===== src/hw/cpu_clk_regs.svh =====
`ifndef CPU_CLK_REGS_SVH
`define CPU_CLK_REGS_SVH

// register indexes; byte address is four times the index, low 10 bits decoded
`define IDX_POWER_SAVE_CONTROL      32'h0FFF_F1FE
`define IDX_PROCESSOR_CLOCK_CONTROL 32'hFFFF_F828
`define IDX_POWER_SAVE_MODE         32'h0000_002A
`define IDX_PROTECT_COMMAND         32'h0000_00FC
`define IDX_OSC_SETTLE_SELECT       32'h0000_002B

// processor_clock_control fields
`define PCC_SUB_FEEDBACK_OFF 7
`define PCC_MAIN_OSC_STOP    6
`define PCC_MAIN_FEEDBACK_OFF 5
`define PCC_CPU_ON_SUBCLOCK  4
`define PCC_CLK_SEL_TOP      3
`define PCC_RESET            8'h03

// power_save_control fields
`define PSC_WDT_NMI_MASK      7
`define PSC_PIN_NMI_MASK      5
`define PSC_MASKABLE_IRQ_MASK 4
`define PSC_STANDBY_REQUEST   1
`define PSC_RESET             8'h00
`define PSC_WRITABLE          8'hB2

// power_save_mode fields
`define POWER_SAVE_MODE_STANDBY_KIND_SELECT 0
`define POWER_SAVE_MODE_RESET               8'h00

// osc_settle_select reset; protect command key
`define OSC_SETTLE_SELECT_RESET   8'h04
`define PROTECT_KEY  8'hA5

`endif


===== src/hw/cpu_clk_pkg.sv =====
package cpu_clk_pkg;
  typedef enum logic {
    STANDBY_IDLE,
    STANDBY_STOP
  } standby_kind_t;

  typedef logic [7:0] reg8_t;

  typedef enum {
    SW_MAIN,
    SW_TO_SUB,
    SW_SUB,
    SW_TO_MAIN
  } switch_state_t;
endpackage : cpu_clk_pkg


===== src/hw/clk_switch_if.sv =====
`timescale 1ns/1ns
interface clk_switch_if;
  logic want_sub;
  logic main_en;
  logic sub_tick;
  logic on_sub;
  logic cpu_en;

  modport ctrl (
    output want_sub,
    output main_en,
    output sub_tick,
    input  on_sub,
    input  cpu_en
  );
  modport sw (
    input  want_sub,
    input  main_en,
    input  sub_tick,
    output on_sub,
    output cpu_en
  );
endinterface : clk_switch_if


===== src/hw/clk_switch.sv =====
`timescale 1ns/1ns
module clk_switch (
  input wire logic   clk,
  input wire logic   resetn,
  clk_switch_if.sw   sw
);
  import cpu_clk_pkg::*;

  switch_state_t state;

  always_ff @(posedge clk) begin
    if (!resetn) begin
      state <= SW_MAIN;
    end else begin
      unique case (state)
        SW_MAIN: begin
          if (sw.want_sub && sw.main_en) begin
            state <= SW_TO_SUB;
          end
        end
        SW_TO_SUB: begin
          if (sw.sub_tick) begin
            state <= SW_SUB;
          end
        end
        SW_SUB: begin
          if (!sw.want_sub && sw.sub_tick) begin
            state <= SW_TO_MAIN;
          end
        end
        SW_TO_MAIN: begin
          if (sw.main_en) begin
            state <= SW_MAIN;
          end
        end
      endcase
    end
  end

  assign sw.on_sub = (state == SW_SUB) || (state == SW_TO_MAIN);

  // no enable pulses leak out while in transit
  assign sw.cpu_en = (state == SW_MAIN) ? sw.main_en :
                     (state == SW_SUB)  ? sw.sub_tick : 1'b0;
endmodule : clk_switch


===== src/hw/cpu_clock_and_standby_control.sv =====
// Operation
// - clock control writes need unlock sequence
// - power save control writes need unlock
// - byte and single-bit access, all three
// - clock control resets to 03H
// - bit 7 cuts subclock feedback resistor
// - main stop only after subclock switch
// - bit 5 cuts main feedback resistor
// - bit 4 read-only subclock status
// - selector picks divider or subclock
// - wait access stalls without main clock
// - switch completes later, poll status
// - power save control layout, resets 00H
// - masks act only in STOP
// - standby request enters standby
// - power save mode resets 00H
// - kind select matters only on request
// - settle delay after reset and STOP
// - main oscillator stops in STOP
`timescale 1ns/1ns
`include "cpu_clk_regs.svh"
module cpu_clock_and_standby_control #(
  parameter int ADDR_W       = 12,
  parameter int SETTLE_SHIFT = 8
) (
  input  wire logic               CLK,
  input  wire logic               RESETN,
  input  wire logic               PSEL,
  input  wire logic               PENABLE,
  input  wire logic               PWRITE,
  input  wire logic [ADDR_W-1:0]  PADDR,
  input  wire logic [31:0]        PWDATA,
  input  wire logic [3:0]         PSTRB,
  output logic      [31:0]        PRDATA,
  output logic                    PREADY,
  output logic                    PSLVERR,
  input  wire logic               SUB_OSC_IN,
  input  wire logic               MAIN_OSC_INPUT_ALIVE,
  input  wire logic               WATCHDOG_NMI_REQUEST,
  input  wire logic               PIN_NMI_REQUEST,
  input  wire logic               MASKABLE_IRQ_REQUEST,
  output logic                    CPU_CLK_EN,
  output logic                    SYS_CLK_EN,
  output logic                    MAIN_OSC_STOP,
  output logic                    MAIN_FEEDBACK_OFF,
  output logic                    SUB_FEEDBACK_OFF,
  output logic                    IN_IDLE,
  output logic                    IN_STOP,
  output logic                    SETTLING,
  output logic                    WAKE_EVENT
);
  import cpu_clk_pkg::*;

  localparam logic [9:0] A_PSC  = 10'(`IDX_POWER_SAVE_CONTROL);
  localparam logic [9:0] A_PCC  = 10'(`IDX_PROCESSOR_CLOCK_CONTROL);
  localparam logic [9:0] A_POWER_SAVE_MODE = 10'(`IDX_POWER_SAVE_MODE);
  localparam logic [9:0] A_PROT = 10'(`IDX_PROTECT_COMMAND);
  localparam logic [9:0] A_OSC_SETTLE_SELECT = 10'(`IDX_OSC_SETTLE_SELECT);

  reg8_t processor_clock_control;
  reg8_t power_save_control;
  reg8_t power_save_mode;
  reg8_t osc_settle_select;
  logic  protect_armed;

  logic [4:0]  div_cnt;
  logic        main_en;
  logic [2:0]  sub_sync;
  logic        sub_level;
  logic        sub_level_d;
  logic [2:0]  alive_sync;
  logic        main_alive;
  logic [15:0] settle_cnt;
  logic        settling;
  logic        standby;
  logic        stop_mode;
  logic        wake;
  logic        processor_clock_control_status;

  clk_switch_if sw_if ();

  clk_switch u_switch (
    .clk    (CLK),
    .resetn (RESETN),
    .sw     (sw_if.sw)
  );

  // ---------------- APB decode ----------------
  logic [9:0] idx;
  logic       mapped;
  logic       access;
  logic       do_write;
  logic       do_read;
  logic       stall;
  reg8_t      wmask;
  reg8_t      wbyte;
  reg8_t      rbyte;

  assign idx    = PADDR[11:2];
  assign mapped = (idx == A_PSC) || (idx == A_PCC) || (idx == A_POWER_SAVE_MODE) ||
                  (idx == A_PROT) || (idx == A_OSC_SETTLE_SELECT);
  assign access = PSEL && PENABLE && PREADY;
  assign do_write = access && PWRITE && mapped;
  assign do_read  = access && !PWRITE && mapped;
  assign wbyte  = PWDATA[7:0];

  // byte lane 1 carries a bit mask for single-bit access
  always_comb begin
    if (PSTRB[1]) begin
      wmask = PWDATA[15:8];
    end else if (PSTRB[0]) begin
      wmask = 8'hFF;
    end else begin
      wmask = 8'h00;
    end
  end

  // the settle register needs the main clock for its wait
  assign stall = (idx == A_OSC_SETTLE_SELECT) && sw_if.on_sub && !main_alive;

  always_comb begin
    unique case (idx)
      A_PSC:   rbyte = power_save_control;
      A_PCC:   rbyte = processor_clock_control | {3'b000, processor_clock_control_status, 4'h0};
      A_POWER_SAVE_MODE:  rbyte = power_save_mode;
      A_OSC_SETTLE_SELECT:  rbyte = osc_settle_select;
      default: rbyte = 8'h00;
    endcase
  end

  // one wait state, held off while stall is set; answer registered
  always_ff @(posedge CLK) begin
    if (!RESETN) begin
      PREADY  <= 1'b0;
      PRDATA  <= 32'h0000_0000;
      PSLVERR <= 1'b0;
    end else if (PSEL && PENABLE && !PREADY && !stall) begin
      PREADY  <= 1'b1;
      PRDATA  <= {24'h00_0000, rbyte};
      PSLVERR <= !mapped;
    end else begin
      PREADY  <= 1'b0;
      PSLVERR <= 1'b0;
    end
  end

  // key write arms exactly the next transfer
  always_ff @(posedge CLK) begin
    if (!RESETN) begin
      protect_armed <= 1'b0;
    end else if (access) begin
      protect_armed <= PWRITE && (idx == A_PROT) && (wbyte == `PROTECT_KEY);
    end
  end

  // ---------------- clock control ----------------
  reg8_t pcc_new;
  always_comb begin
    pcc_new = (processor_clock_control & ~wmask) | (wbyte & wmask);
    pcc_new[`PCC_CPU_ON_SUBCLOCK] = 1'b0;
    // prohibited 011x leaves the selector as it was
    if (!pcc_new[3] && (pcc_new[2:1] == 2'b11)) begin
      pcc_new[3:0] = processor_clock_control[3:0];
    end
  end

  // reset selects main clock divided by eight
  always_ff @(posedge CLK) begin
    if (!RESETN) begin
      processor_clock_control <= `PCC_RESET;
    end else begin
      if (do_write && (idx == A_PCC) && protect_armed) begin
        processor_clock_control <= pcc_new;
      end
    end
  end

  // ---------------- power save registers ----------------
  reg8_t psc_new;
  assign psc_new = ((power_save_control & ~wmask) | (wbyte & wmask)) & `PSC_WRITABLE;

  // request cleared by wake; software write wins
  always_ff @(posedge CLK) begin
    if (!RESETN) begin
      power_save_control <= `PSC_RESET;
    end else if (do_write && (idx == A_PSC) && protect_armed) begin
      power_save_control <= psc_new;
    end else if (wake) begin
      power_save_control[`PSC_STANDBY_REQUEST] <= 1'b0;
    end
  end

  // only the kind bit is stored
  always_ff @(posedge CLK) begin
    if (!RESETN) begin
      power_save_mode <= `POWER_SAVE_MODE_RESET;
    end else if (do_write && (idx == A_POWER_SAVE_MODE)) begin
      power_save_mode[`POWER_SAVE_MODE_STANDBY_KIND_SELECT] <=
        (power_save_mode[0] & ~wmask[0]) | (wbyte[0] & wmask[0]);
    end
  end

  always_ff @(posedge CLK) begin
    if (!RESETN) begin
      osc_settle_select <= `OSC_SETTLE_SELECT_RESET;
    end else if (do_write && (idx == A_OSC_SETTLE_SELECT)) begin
      osc_settle_select <= {5'b0_0000, ((osc_settle_select[2:0] & ~wmask[2:0]) | (wbyte[2:0] & wmask[2:0]))};
    end
  end

  // ---------------- clock sources ----------------
  always_ff @(posedge CLK) begin
    if (!RESETN) begin
      div_cnt <= 5'b0_0000;
    end else begin
      div_cnt <= div_cnt + 5'b0_0001;
    end
  end

  // divide by 1, 2, 4, 8, 16 or 32
  always_comb begin
    unique case (processor_clock_control[2:0])
      3'h0:    main_en = 1'b1;
      3'h1:    main_en = div_cnt[0];
      3'h2:    main_en = &div_cnt[1:0];
      3'h3:    main_en = &div_cnt[2:0];
      3'h4:    main_en = &div_cnt[3:0];
      3'h5:    main_en = &div_cnt[4:0];
      default: main_en = &div_cnt[4:0];
    endcase
  end

  // sub oscillator pin, accepted once stages two and three agree
  always_ff @(posedge CLK) begin
    if (!RESETN) begin
      sub_sync    <= 3'b000;
      sub_level   <= 1'b0;
      sub_level_d <= 1'b0;
    end else begin
      sub_sync    <= {sub_sync[1:0], SUB_OSC_IN};
      sub_level_d <= sub_level;
      if (sub_sync[1] == sub_sync[2]) begin
        sub_level <= sub_sync[2];
      end
    end
  end

  always_ff @(posedge CLK) begin
    if (!RESETN) begin
      alive_sync <= 3'b000;
      main_alive <= 1'b0;
    end else begin
      alive_sync <= {alive_sync[1:0], MAIN_OSC_INPUT_ALIVE};
      if (alive_sync[1] == alive_sync[2]) begin
        main_alive <= alive_sync[2];
      end
    end
  end

  // switching handled by the switch module
  assign sw_if.want_sub = processor_clock_control[`PCC_CLK_SEL_TOP];
  assign sw_if.main_en  = main_en && !MAIN_OSC_STOP;
  assign sw_if.sub_tick = sub_level && !sub_level_d;

  // ---------------- standby ----------------
  // kind matters only while the request is set
  assign standby   = power_save_control[`PSC_STANDBY_REQUEST];
  assign stop_mode = standby && power_save_mode[`POWER_SAVE_MODE_STANDBY_KIND_SELECT];

  // masks gate only in STOP; IDLE wakes on any request
  always_comb begin
    if (stop_mode) begin
      wake = (WATCHDOG_NMI_REQUEST && !power_save_control[`PSC_WDT_NMI_MASK]) ||
             (PIN_NMI_REQUEST && !power_save_control[`PSC_PIN_NMI_MASK]) ||
             (MASKABLE_IRQ_REQUEST && !power_save_control[`PSC_MASKABLE_IRQ_MASK]);
    end else if (standby) begin
      wake = WATCHDOG_NMI_REQUEST || PIN_NMI_REQUEST || MASKABLE_IRQ_REQUEST;
    end else begin
      wake = 1'b0;
    end
  end

  // settle after reset and after leaving STOP
  always_ff @(posedge CLK) begin
    if (!RESETN) begin
      settle_cnt <= 16'h0000;
      settling   <= 1'b1;
    end else if (wake && stop_mode) begin
      settle_cnt <= 16'h0000;
      settling   <= 1'b1;
    end else if (settling) begin
      settle_cnt <= settle_cnt + 16'h0001;
      if (settle_cnt == 16'((32'd1 << (32'(osc_settle_select[2:0]) + SETTLE_SHIFT)) - 32'd1)) begin
        settling <= 1'b0;
      end
    end
  end

  // ---------------- outputs, all registered ----------------
  always_ff @(posedge CLK) begin
    if (!RESETN) begin
      CPU_CLK_EN <= 1'b0;
      SYS_CLK_EN <= 1'b0;
    end else begin
      CPU_CLK_EN <= sw_if.cpu_en && !standby && !settling;
      SYS_CLK_EN <= sw_if.cpu_en && !standby && !settling;
    end
  end

  // stop honoured only on subclock, or in STOP
  always_ff @(posedge CLK) begin
    if (!RESETN) begin
      MAIN_OSC_STOP <= 1'b0;
    end else begin
      MAIN_OSC_STOP <= (stop_mode && !wake) ||
                       (processor_clock_control[`PCC_MAIN_OSC_STOP] && sw_if.on_sub);
    end
  end

  always_ff @(posedge CLK) begin
    if (!RESETN) begin
      MAIN_FEEDBACK_OFF <= 1'b0;
      SUB_FEEDBACK_OFF  <= 1'b0;
    end else begin
      MAIN_FEEDBACK_OFF <= processor_clock_control[`PCC_MAIN_FEEDBACK_OFF];
      SUB_FEEDBACK_OFF  <= processor_clock_control[`PCC_SUB_FEEDBACK_OFF];
    end
  end

  always_ff @(posedge CLK) begin
    if (!RESETN) begin
      IN_IDLE    <= 1'b0;
      IN_STOP    <= 1'b0;
      SETTLING   <= 1'b1;
      WAKE_EVENT <= 1'b0;
    end else begin
      IN_IDLE    <= standby && !stop_mode;
      IN_STOP    <= stop_mode;
      SETTLING   <= settling;
      WAKE_EVENT <= wake;
    end
  end

  // status bit mirrors the switch, never stored from writes
  always_comb begin
    processor_clock_control_status = sw_if.on_sub;
  end

endmodule : cpu_clock_and_standby_control


===== config.mk =====
export PLATFORM = sky130hd
export DESIGN_NAME = cpu_clock_and_standby_control
export DESIGN_NICKNAME = d
export VERILOG_FILES = /design/src/hw/cpu_clk_pkg.sv /design/src/hw/clk_switch_if.sv /design/src/hw/clk_switch.sv /design/src/hw/cpu_clock_and_standby_control.sv
export VERILOG_INCLUDE_DIRS = /design/src /design/src/hw
export SDC_FILE = /design/constraint.sdc
export NUM_CORES = 1
export LEC_CHECK = 0
export BUFFER_PORTS_ARGS = -buffer_cell sky130_fd_sc_hd__buf_2
export CAP_MARGIN = 10
export CORE_ASPECT_RATIO = 0.9
export CORE_MARGIN = 4
export CORE_UTILIZATION = 40
export CTS_CLUSTER_SIZE = 10
export DETAILED_ROUTE_END_ITERATION = 7
export GPL_ROUTABILITY_DRIVEN = 0
export HOLD_SLACK_MARGIN = 0.06
export SETUP_SLACK_MARGIN = 0.05
export SLEW_MARGIN = 10
export SYNTH_ARGS = -nofsm -noshare
export SYNTH_HDL_FRONTEND = slang
export SYNTH_HIERARCHICAL = 1
export SYNTH_SLANG_ARGS = --single-unit

===== constraint.sdc =====
create_clock -name CLK -period 3.1 [get_ports CLK]
set_input_delay 0.62 -clock CLK [delete_from_list [all_inputs] [get_ports CLK]]
set_output_delay 0.62 -clock CLK [all_outputs]
set_load 0.005 [all_outputs]

# --- Yosys cells after proc, flatten, opt, wreduce, memory -nomap -nowiden ---
# Index checks and enable logic that the tools add are counted.
totals:
  register_bits: 97
  input_bits: 58
  out_inout_bits: 43
  word_cells: 158
classes:
  n_addsub: 4
  eq_ne: 23
  shift: 1
  n_mux: 18
  bitwise_logic: 17
  reduce_logical: 68
op_table:
  columns: ["cell", "count"]
  rows:
  - ["2-to-1 mux 32 bit", 4]
  - ["case mux 32 bit (4 select lines)", 1]
  - ["equality test 32 x 2 -> 1 bit, second input constant", 2]
  - ["equality test 32 x 3 -> 1 bit, second input constant", 2]
  - ["zero test 32 bit", 2]
  - ["equality test 32 x 1 -> 1 bit, second input constant", 1]
  - ["case mux 8 bit (4 select lines)", 1]
  - ["logical AND 1 bit", 31]
  - ["equality test 10 x 6 -> 1 bit, second input constant", 3]
  - ["AND 8 bit", 3]
  - ["adder 16 x 1 -> 16 bit, second input constant", 1]
  - ["equality test 16 bit", 1]
  - ["2-to-1 mux 8 bit", 2]
  - ["OR 8 bit", 2]
  - ["<< shifter 1 x 5 -> 16 bit, first input constant", 1]
  - ["subtractor 16 x 1 -> 16 bit, second input constant", 1]
  - ["zero test 1 bit", 15]
  - ["equality test 10 x 8 -> 1 bit, second input constant", 1]
  - ["equality test 10 x 9 -> 1 bit, second input constant", 1]
  - ["logical OR 1 bit", 10]
  - ["2-to-1 mux 1 bit", 9]
  - ["equality test 8 bit, second input constant", 1]
  - ["!= test 2 x 1 -> 1 bit, second input constant", 4]
  - ["NOT 8 bit", 1]
  - ["other kinds (22)", 31]

# --- Longest topological paths before layout ---
# Gate-level depths: netlist of the first run.
depth:
  ltp_word: 9
  mapped_depth: 9
  depth_no_buf: 9

# --- Hierarchy ---
# Netlist of the first run, hierarchy kept.
modules_own_cells:
  columns: ["module", "n_inst", "cells_each", "area_per_inst_um2", "seq_area_each_um2"]
  rows:
  - ["cpu_clock_and_standby_control", 1, 367, 3196.8, 1301.2]
  - ["clk_switch", 1, 28, 227.7, 40.0]

# --- Worst setup path after synthesis of the first run ---
# No wires, ideal clock.
synth_path:
  path_type: "input -> register"
  start: "input PSTRB[1]"
  end: "register processor_clock_control[1]"
  setup_ns: 0.134
  arrival_time_ns: 1.943
  required_ns: 2.966
  path_slack_ns: 1.022
  stages: 6
  n_path_buf: 1
  path_cell_list: "buf_4 -> mux2i_1 -> mux2_2 -> or3_1 -> a31oi_1 -> o21ai_0"
synth_between:
  elab_chain_cells: 8
  word_cells_on_any_way: 10
  cone_classes: "eq/ne (1); mux (1); bitwise (5); reduce/logical (3)"
synth_rtl:
  columns: ["item", "line", "text"]
  rows:
  - ["start, declared", "cpu_clock_and_standby_control.sv:33", "input wire logic [3:0] PSTRB,"]
  - ["2-to-1 mux 8 bit (*)", "cpu_clock_and_standby_control.sv:109", "if (PSTRB[1]) begin"]
  - ["NOT 8 bit", "cpu_clock_and_standby_control.sv:159", "pcc_new = (processor_clock_control & ~wmask) | (wbyte & wmask);"]
  - ["AND 8 bit", "cpu_clock_and_standby_control.sv:159", null]
  - ["OR 8 bit (*)", "cpu_clock_and_standby_control.sv:159", null]
  - ["equality test 2 bit or zero test 1 bit (tied branches)", "cpu_clock_and_standby_control.sv:162", "if (!pcc_new[3] && (pcc_new[2:1] == 2'b11)) begin"]
  - ["logical AND 1 bit", "cpu_clock_and_standby_control.sv:162", null]
  - ["NOT 1 bit (no line)", null, null]
  - ["AND reduction 2 bit (no line)", null, null]
  - ["end signal, assigned", "cpu_clock_and_standby_control.sv:170", "processor_clock_control <= `PCC_RESET;"]
  - ["end signal, assigned", "cpu_clock_and_standby_control.sv:173", "processor_clock_control <= pcc_new;"]
  - ["end, declared", "cpu_clock_and_standby_control.sv:60", "reg8_t processor_clock_control;"]
# Every way passes the cells marked *; elsewhere a longest branch is shown, timed or not.
# A chain may end at the register's enable or synchronous reset.

# --- Final worst setup path of the first run ---
layout_path:
  start: "register div_cnt[0]"
  end: "register u_switch.state[1]"
layout_between:
  elab_chain_cells: 6
  word_cells_on_any_way: 10
  cone_classes: "eq/ne (2); mux (1); reduce/logical (7)"
layout_rtl:
  columns: ["item", "line", "text"]
  rows:
  - ["start, declared", "cpu_clock_and_standby_control.sv:66", "logic [4:0] div_cnt;"]
  - ["start signal, assigned", "cpu_clock_and_standby_control.sv:216", "div_cnt <= div_cnt + 5'b0_0001;"]
  - ["AND reduction 5 bit (tied with other cells)", "cpu_clock_and_standby_control.sv:228, cpu_clock_and_standby_control.sv:229", null]
  - ["case mux 1 bit (5 select lines) (*)", "cpu_clock_and_standby_control.sv:222", "unique case (processor_clock_control[2:0])"]
  - ["logical AND 1 bit (*)", "cpu_clock_and_standby_control.sv:262", "assign sw_if.main_en = main_en && !MAIN_OSC_STOP;"]
  - ["via sw_if.main_en", "clk_switch_if.sv:4", "logic main_en;"]
  - ["logical AND 1 bit", "clk_switch.sv:17", "if (sw.want_sub && sw.main_en) begin"]
  - ["!= test 2 x 1 -> 1 bit (no line)", null, null]
  - ["AND reduction 4 bit (no line) (*)", null, null]
  - ["end signal, assigned", "clk_switch.sv:18", "state <= SW_TO_SUB;"]
  - ["end signal, assigned", "clk_switch.sv:23", "state <= SW_SUB;"]
  - ["end signal, assigned", "clk_switch.sv:28", "state <= SW_TO_MAIN;"]
  - ["end, declared", "clk_switch.sv:9", "switch_state_t state;"]
# Mark *: on every way through the listed nets, which the timed path passes. The rest lies on a longest branch.

==> flow_summary.json, run 1 <==
{
  "ys_warn_count": 6,
  "p_per_area_nw_per_um2": 468,
  "syn-instance-count": 395,
  "nets": 517,
  "post_cts_buffers": 0,
  "cpMaxStageDelayCell": "dfxtp_1",
  "holdPathEnd": "sub_sync[1]",
  "syn_area_per_cell_sq_um": 8.67,
  "cts.sink_count": 67,
  "worst_ep_required_time_ns": 3.33,
  "leakage_uw": 0.00158,
  "crit_family": "compound AO/OA/AOI/OAI gates",
  "crit_path_start_kind": "register",
  "combPwrFrac_pct": 7.2,
  "yosys.area_share.adder_pct": 3.29,
  "switchingPower_uw": 422,
  "whs_path_depth": 1,
  "drive_gt1_share_pct": 18.2,
  "critPathMaxFanout": 4,
  "synth_top_family_by_area": "simple AND/OR/NAND/NOR gates",
  "worstPathCellList": "ha_1 > ha_1 > mux2i_1 > a211o_1 > a31oi_1 > nand3b_1 > nand3_1 > o32ai_1 > a311o_1",
  "first_global_vias": 2730,
  "wl_per_cell_microns": 14.1,
  "status": "finished, final reports clean",
  "clk_latency_ns": 0.34,
  "synth-edff-count": 0,
  "overflow": 0,
  "async_reset_ff_share_pct": 0,
  "arrival_ns": 2.43,
  "setup-tns-final_ns": 0,
  "cts_hold_buf": 0,
  "rsz0062_at_grt": "false",
  "hp-class": "register to register",
  "clk_path_buf_depth": 2,
  "dr.first_iter.drc_count": 158,
  "ys_ff_latch": 67,
  "synth.distinct_cells": 63,
  "pwr-share-seq_pct": 48.0,
  "pwr-share-clk_pct": 44.9,
  "maxSlewViolCount": 0,
  "period_share_pct": 71.0,
  "io_buffers": 56,
  "setup_violations": 0,
  "ant_nets": 0,
  "synthMuxAreaShare_pct": 4.24,
  "mostFrequentLayoutCell": "dfxtp_1",
  "timing.max_cap.violations": 0,
  "antenna_cells": 0,
  "synth_compound_area_share_pct": 14.8,
  "die_x_microns": 106,
  "ir_drop_v": 0.000237,
  "root_buffer": "clkbuf_8",
  "rr_startpoint": "div_cnt[0]",
  "start_util_pct": 41.8,
  "layout_common_cells": "dfxtp_1, buf_2, nor2_1, nand2_1",
  "grt_pass1_wl_microns": 13400,
  "rows": 31,
  "timing.rr.end": "u_switch/state[1]",
  "track_usage_pct": 16.6,
  "hold_viol_final": 0,
  "synthFlopType": "dfxtp_1",
  "die_area_sq_um": 10100,
  "total_power_uw": 1840,
  "max_freq_ghz": 0.454,
  "dp_hpwl_microns": 5980,
  "synthXorXnorAreaFrac_pct": 4.35,
  "cts_resized": 0,
  "critPathKind": "register to register",
  "die_y_microns": 95.8,
  "slowest_delay_ns": 0.38,
  "num_vias": 2906,
  "crit_path_frequent_cell": "ha_1",
  "synth_area_sq_um": 3420,
  "core-area_sq_um": 8180,
  "critical_path_buf_inv_count": 0,
  "layout_min_cycle_time_ns": 2.20,
  "slew_headroom_pct": 51.6,
  "antenna_found_initial": 0,
  "cts_tree": "done",
  "htree_levels": 3,
  "post-route-drc-count": 0,
  "swShare_pct": 22.9,
  "end_kind": "register",
  "area_growth_pct": 15.0,
  "clkTransAtPathRegs_ns": 0.08,
  "avgViaCountPerCell": 5.10,
  "cts_buffers": 9,
  "worstRegToRegCells": 9,
  "synthSimpleGateAreaFrac_pct": 24.9,
  "r2r_slack_ns": 0.90,
  "io-pin-count": 101,
  "grt_max_degree": 30,
  "worst_pin_slew_ns": 0.724,
  "fillCellCount": 833,
  "internal_power_uw": 1420,
  "dr.pass1.iters": 6,
  "drt-total-wl_microns": 8070,
  "clock-skew-final_ns": 0.00823,
  "seq_area_frac_synth_pct": 39.2,
  "min_from": "sub_sync[0]"
}
-- cell families after synthesis --
group | Yosys count
DFF | 67
muxes | 14
adders and majority gates | 9
AOI/OAI and AO/OA | 74
xor gates and xnor gates | 17
and+or+nand+nor | 157
other | 1
buffers and inverters | 56
-- synth_stat cells, types with 11 or more instances --
library cell	number	area share [%]
dfxtp_1	67	39
xor2_1	11	2.8
nand2_1	28	3.1
mux2i_1	12	3.5
buf_4	26	5.7
nand3_1	15	2.2
nor2_1	41	4.5
a21oi_1	24	3.5
and2_1	12	2.2
inv_1	18	2.0
nand4_1	11	2.0
o21ai_0	11	1.6
-- worst max-delay path by stage --
stage,start,endpoint,slack [ns],cells after the start
floorplan,PSTRB[1],processor_clock_control[1],1.02,6
global placement,PADDR[6],PRDATA[5],0.75,6
detailed placement,PADDR[6],PRDATA[5],0.73,6
CTS,div_cnt[0],u_switch/state[1],0.89,9
global route,div_cnt[0],u_switch/state[1],0.71,8
finish,div_cnt[0],u_switch/state[1],0.90,9
-- power groups by stage --
stage / Clock, uW / Sequential, uW / Combinational [uW]
after floorplan: 0 / 902 / 95.0
after global placement: 0 / 903 / 129
after detailed placement: 0 / 903 / 131
after CTS: 839 / 884 / 131
after global routing: 883 / 886 / 147
final: 826 / 884 / 132
-- layer usage --
metal,up-vias,global-route usage [%],part of all wire (%)
met5,-,0,0
met4,0,7.34,1.4
met3,8,2.55,4.3
met2,74,25.6,43
met1,1351,23.3,51
li1,1473,-,-
-- final cells by class --
class,instances,area (sq um),share of cell area [%]
clock buffer,12,155,3.94
clock inverter,4,72.6,1.84
inverter,19,71.3,1.81
multi-input combinational,295,1860,47.2
sequential,67,1340,34.1
tap,115,144,3.65
timing repair buffer,58,295,7.50
-- stage by stage --
step | cells | setup WS (ns) | hold slack, ns | instance area (sq um) | utilization, %
after CTS | 570 | 0.886 | 0.451 | 3940 | 48.1
after global routing | 570 | 0.705 | 0.456 | 3940 | 48.1
final | 570 | 0.899 | 0.450 | 3940 | 48.1
after global placement | 554 | 0.746 | 0.413 | 3710 | 45.3
after floorplan | 418 | 1.02 | 0.412 | 3510 | -
after detailed placement | 554 | 0.732 | 0.434 | 3710 | 45.3
-- worst register-to-register path, stage by stage (launching register included) --
cell,delay [ns]
dfxtp_1,0.38
ha_1,0.21
ha_1,0.15
mux2i_1,0.06
a211o_1,0.30
a31oi_1,0.28
nand3b_1,0.17
nand3_1,0.12
o32ai_1,0.09
a311o_1,0.32
(Power assumes the default switching activity.)
==> inputs of run 2 (changes only) <==
--- a/config.mk
+++ b/config.mk
@@ -6,6 +6,7 @@
 export SDC_FILE = /design/constraint.sdc
 export NUM_CORES = 1
 export LEC_CHECK = 0
+export ABC_AREA = 1
 export BUFFER_PORTS_ARGS = -buffer_cell sky130_fd_sc_hd__buf_2
 export CAP_MARGIN = 10
 export CORE_ASPECT_RATIO = 0.9
@@ -15,6 +16,7 @@
 export DETAILED_ROUTE_END_ITERATION = 7
 export GPL_ROUTABILITY_DRIVEN = 0
 export HOLD_SLACK_MARGIN = 0.06
+export PLACE_DENSITY = 0.66
 export SETUP_SLACK_MARGIN = 0.05
 export SLEW_MARGIN = 10
 export SYNTH_ARGS = -nofsm -noshare
==> constraint.sdc (replaced) <==
create_clock -name CLK -period 2 [get_ports CLK]
set_input_delay 0.4 -clock CLK [delete_from_list [all_inputs] [get_ports CLK]]
set_output_delay 0.4 -clock CLK [all_outputs]
set_load 0.005 [all_outputs]
==> run 2 against run 1 <==
Effect of this change: critical path depth is 5 higher; design area is 6.3% higher; die area is 6.9% higher; final cell count is 25% higher; routed wire length is 3.8% higher; area after synthesis is 7.5% higher; count of clock-buffer cells in the layout is 1 lower; clock skew is 0.0014 ns higher; worst setup slack worse by 0.66 ns; worst hold slack worse by 0.21 ns; critical endpoint is now u_switch/state[0]; largest power group unchanged.
==> flow_summary.json, run 2 <==
{
  "status": "finished, final reports clean",
  "grt_max_degree": 17,
  "synth_common_cells": "nand2_1, inv_1, dfxtp_1",
  "critical_path_buf_inv_count": 1,
  "htree_levels": 3,
  "synth_area_sq_um": 3680,
  "synth-edff-count": 0,
  "hold_viol_final": 0,
  "syn-instance-count": 522,
  "avgViaCountPerCell": 4.70,
  "io-pin-count": 101,
  "area_growth_pct": 13.7,
  "dp_cells": 693,
  "timing.max_cap.violations": 0,
  "rsz0062_at_grt": "false",
  "track_usage_pct": 16.3,
  "stdcell_count": 710,
  "num_vias": 3339,
  "synthFlopType": "dfxtp_1",
  "crit_family": "simple AND/OR/NAND/NOR gates",
  "critPathMaxFanout": 3,
  "dp_hpwl_microns": 6690,
  "yosysMostFrequentCell": "nand2_1",
  "layout_min_cycle_time_ns": 1.76,
  "drive_gt1_share_pct": 21.5,
  "rows": 32,
  "yosysTopAreaCell": "dfxtp_1",
  "ys_ff_latch": 67,
  "worst_ep_required_time_ns": 2.28,
  "ys_warn_count": 6,
  "first_global_vias": 3117,
  "syn_area_per_cell_sq_um": 7.05,
  "antenna_found_initial": 0,
  "drt-total-wl_microns": 8370,
  "clk_path_buf_depth": 2,
  "ir_drop_v": 0.000331,
  "setup-tns-final_ns": 0,
  "cts_tree": "done",
  "setup_violations": 0,
  "nets": 653,
  "io_buffers": 56,
  "die_x_microns": 109,
  "maxSlewViolCount": 0,
  "antenna_cells": 0,
  "async_reset_ff_share_pct": 0,
  "worstSetupStartpoint": "div_cnt[1]",
  "hp-class": "input port to register",
  "cts_buffers": 9,
  "die_y_microns": 99.0,
  "mostFrequentLayoutCell": "nand2_1",
  "dr.first_iter.drc_count": 149,
  "seq_area_frac_synth_pct": 36.4,
  "path_depth": 14,
  "crit_path_frequent_cell": "nand2_1",
  "p_per_area_nw_per_um2": 601,
  "overflow": 0,
  "synth.top_cells.by_area": "dfxtp_1, nand2_1, inv_1, buf_4, nor2_1",
  "crit_path_start_kind": "register",
  "grt_pass1_wl_microns": 14000,
  "cts_hold_buf": 0,
  "synth_top_area_share_pct": 36.4,
  "leakage_uw": 0.00202,
  "end_kind": "register",
  "wl_per_cell_microns": 11.8,
  "period_share_pct": 88.2,
  "worstPathCellList": "ha_4 > nand2_1 > nor2_2 > ha_1 > nand2_1 > nand2_1 > o21ai_0 > a21oi_1 > inv_1 > nand2_2 > nand2_2 > nor2_2 > nor2_1 > nor2_1",
  "worstRegToRegCells": 14,
  "layout_common_cells": "nand2_1, inv_1, dfxtp_1, buf_2, nor2_1",
  "arrival_ns": 2.05,
  "post-route-drc-count": 0,
  "cpMaxStageDelayCell": "dfxtp_2",
  "root_buffer": "clkbuf_8",
  "r2r_slack_ns": 0.24,
  "critPathKind": "register to register",
  "die_area_sq_um": 10800,
  "clkTransAtPathRegs_ns": 0.07,
  "rr_startpoint": "div_cnt[1]",
  "clk_latency_ns": 0.34,
  "max_freq_ghz": 0.567,
  "cts.sink_count": 67,
  "crit_end": "u_switch/state[0]",
  "clock-skew-final_ns": 0.00963,
  "dr.pass1.iters": 4,
  "timing.rr.end": "u_switch/state[0]",
  "core-area_sq_um": 8770,
  "synth.distinct_cells": 47,
  "slowest_delay_ns": 0.35,
  "ant_nets": 0,
  "start_util_pct": 42.0
}
-- run 2: changes by cell type in the layout (fill, tap and decap cells not counted), moves of 9 or more --
cell | previous run | this run
xor2_1 | 11 | 1
nand4_1 | 11 | 2
and2_1 | 12 | 0
inv_2 | 0 | 9
inv_1 | 18 | 74
nor2_1 | 41 | 50
mux2i_1 | 12 | 0
nand2_1 | 28 | 125
nand3_1 | 15 | 31
-- run 2: where the power goes --
part	switching (uW)	leakage, uW	internal, uW
Combinational	132	0.00140	73.6
Clock	503	0.0000791	443
Sequential	11.4	0.000543	1350
Total	646	0.00202	1870
-- run 2: cells by family after synthesis --
family,synth area share (%)
XOR/XNOR,0.714
adder cells (fa/ha/maj),3.06
flip-flops,36.4
AND/OR/NAND/NOR,33.8
AO/OA/AOI/OAI,10.9
other,0.102
buffers and inverters,14.9
-- run 2: area by class of cell --
class / instances / area [sq um]
inverters: 84 / 315
repair buffers: 62 / 325
clock buffers: 11 / 131
clock inverters: 5 / 30.0
flip-flops and latches: 67 / 1340
multi-input cells: 362 / 1890
well taps: 119 / 149
fillers: 910 / 4580
-- run 2: metal layers --
layer / vias up / global-route usage (%) / wire length, microns
li1: 1729 / - / -
met1: 1526 / 21.5 / 4020
met2: 71 / 25.9 / 3840
met3: 13 / 4.26 / 403
met4: 0 / 5.44 / 110
met5: - / 0 / 0
-- run 2: how the worst min path moves through the flow --
stage / from / endpoint / slack, ns / cells after the start
3_5_place_dp: sub_sync[0] / sub_sync[1] / 0.41 / 2
2_1_floorplan: alive_sync[0] / alive_sync[1] / 0.39 / 2
3_3_place_gp: sub_sync[0] / sub_sync[1] / 0.39 / 2
4_1_cts: SUB_OSC_IN / sub_sync[0] / 0.22 / 3
5_1_grt: MAIN_OSC_INPUT_ALIVE / alive_sync[0] / 0.24 / 3
6_report: MAIN_OSC_INPUT_ALIVE / alive_sync[0] / 0.23 / 3
-- run 2: metrics by stage --
| stage | setup slack (ns) | cell area, sq um | hold slack (ns) | power [uW] | utilization, % |
|---|---|---|---|---|---|
| floorplan | 0.314 | 3770 | 0.390 | 1550 | - |
| global placement | 0.169 | 4000 | 0.394 | 1590 | 45.6 |
| detailed placement | 0.131 | 4000 | 0.408 | 1590 | 45.6 |
| CTS | 0.114 | 4160 | 0.222 | 2540 | 47.5 |
| global route | 0.0703 | 4190 | 0.240 | 2640 | 47.7 |
| finish | 0.236 | 4190 | 0.235 | 2510 | 47.7 |
-- run 2: worst register-to-register path, delay by kind of cell (launching register included) --
kind | cells | cell delay [ns]
AND/OR/NAND/NOR | 9 | 0.68
flip-flops | 1 | 0.35
AO/OA/AOI/OAI | 2 | 0.31
adder cells (fa/ha/maj) | 2 | 0.28
buffers and inverters | 1 | 0.08
-- run 2: what timing repair did --
item                                    CTS  global route
setup buffers                             0             1
gates resized for setup                   0             7
endpoints found under the setup margin    0             3
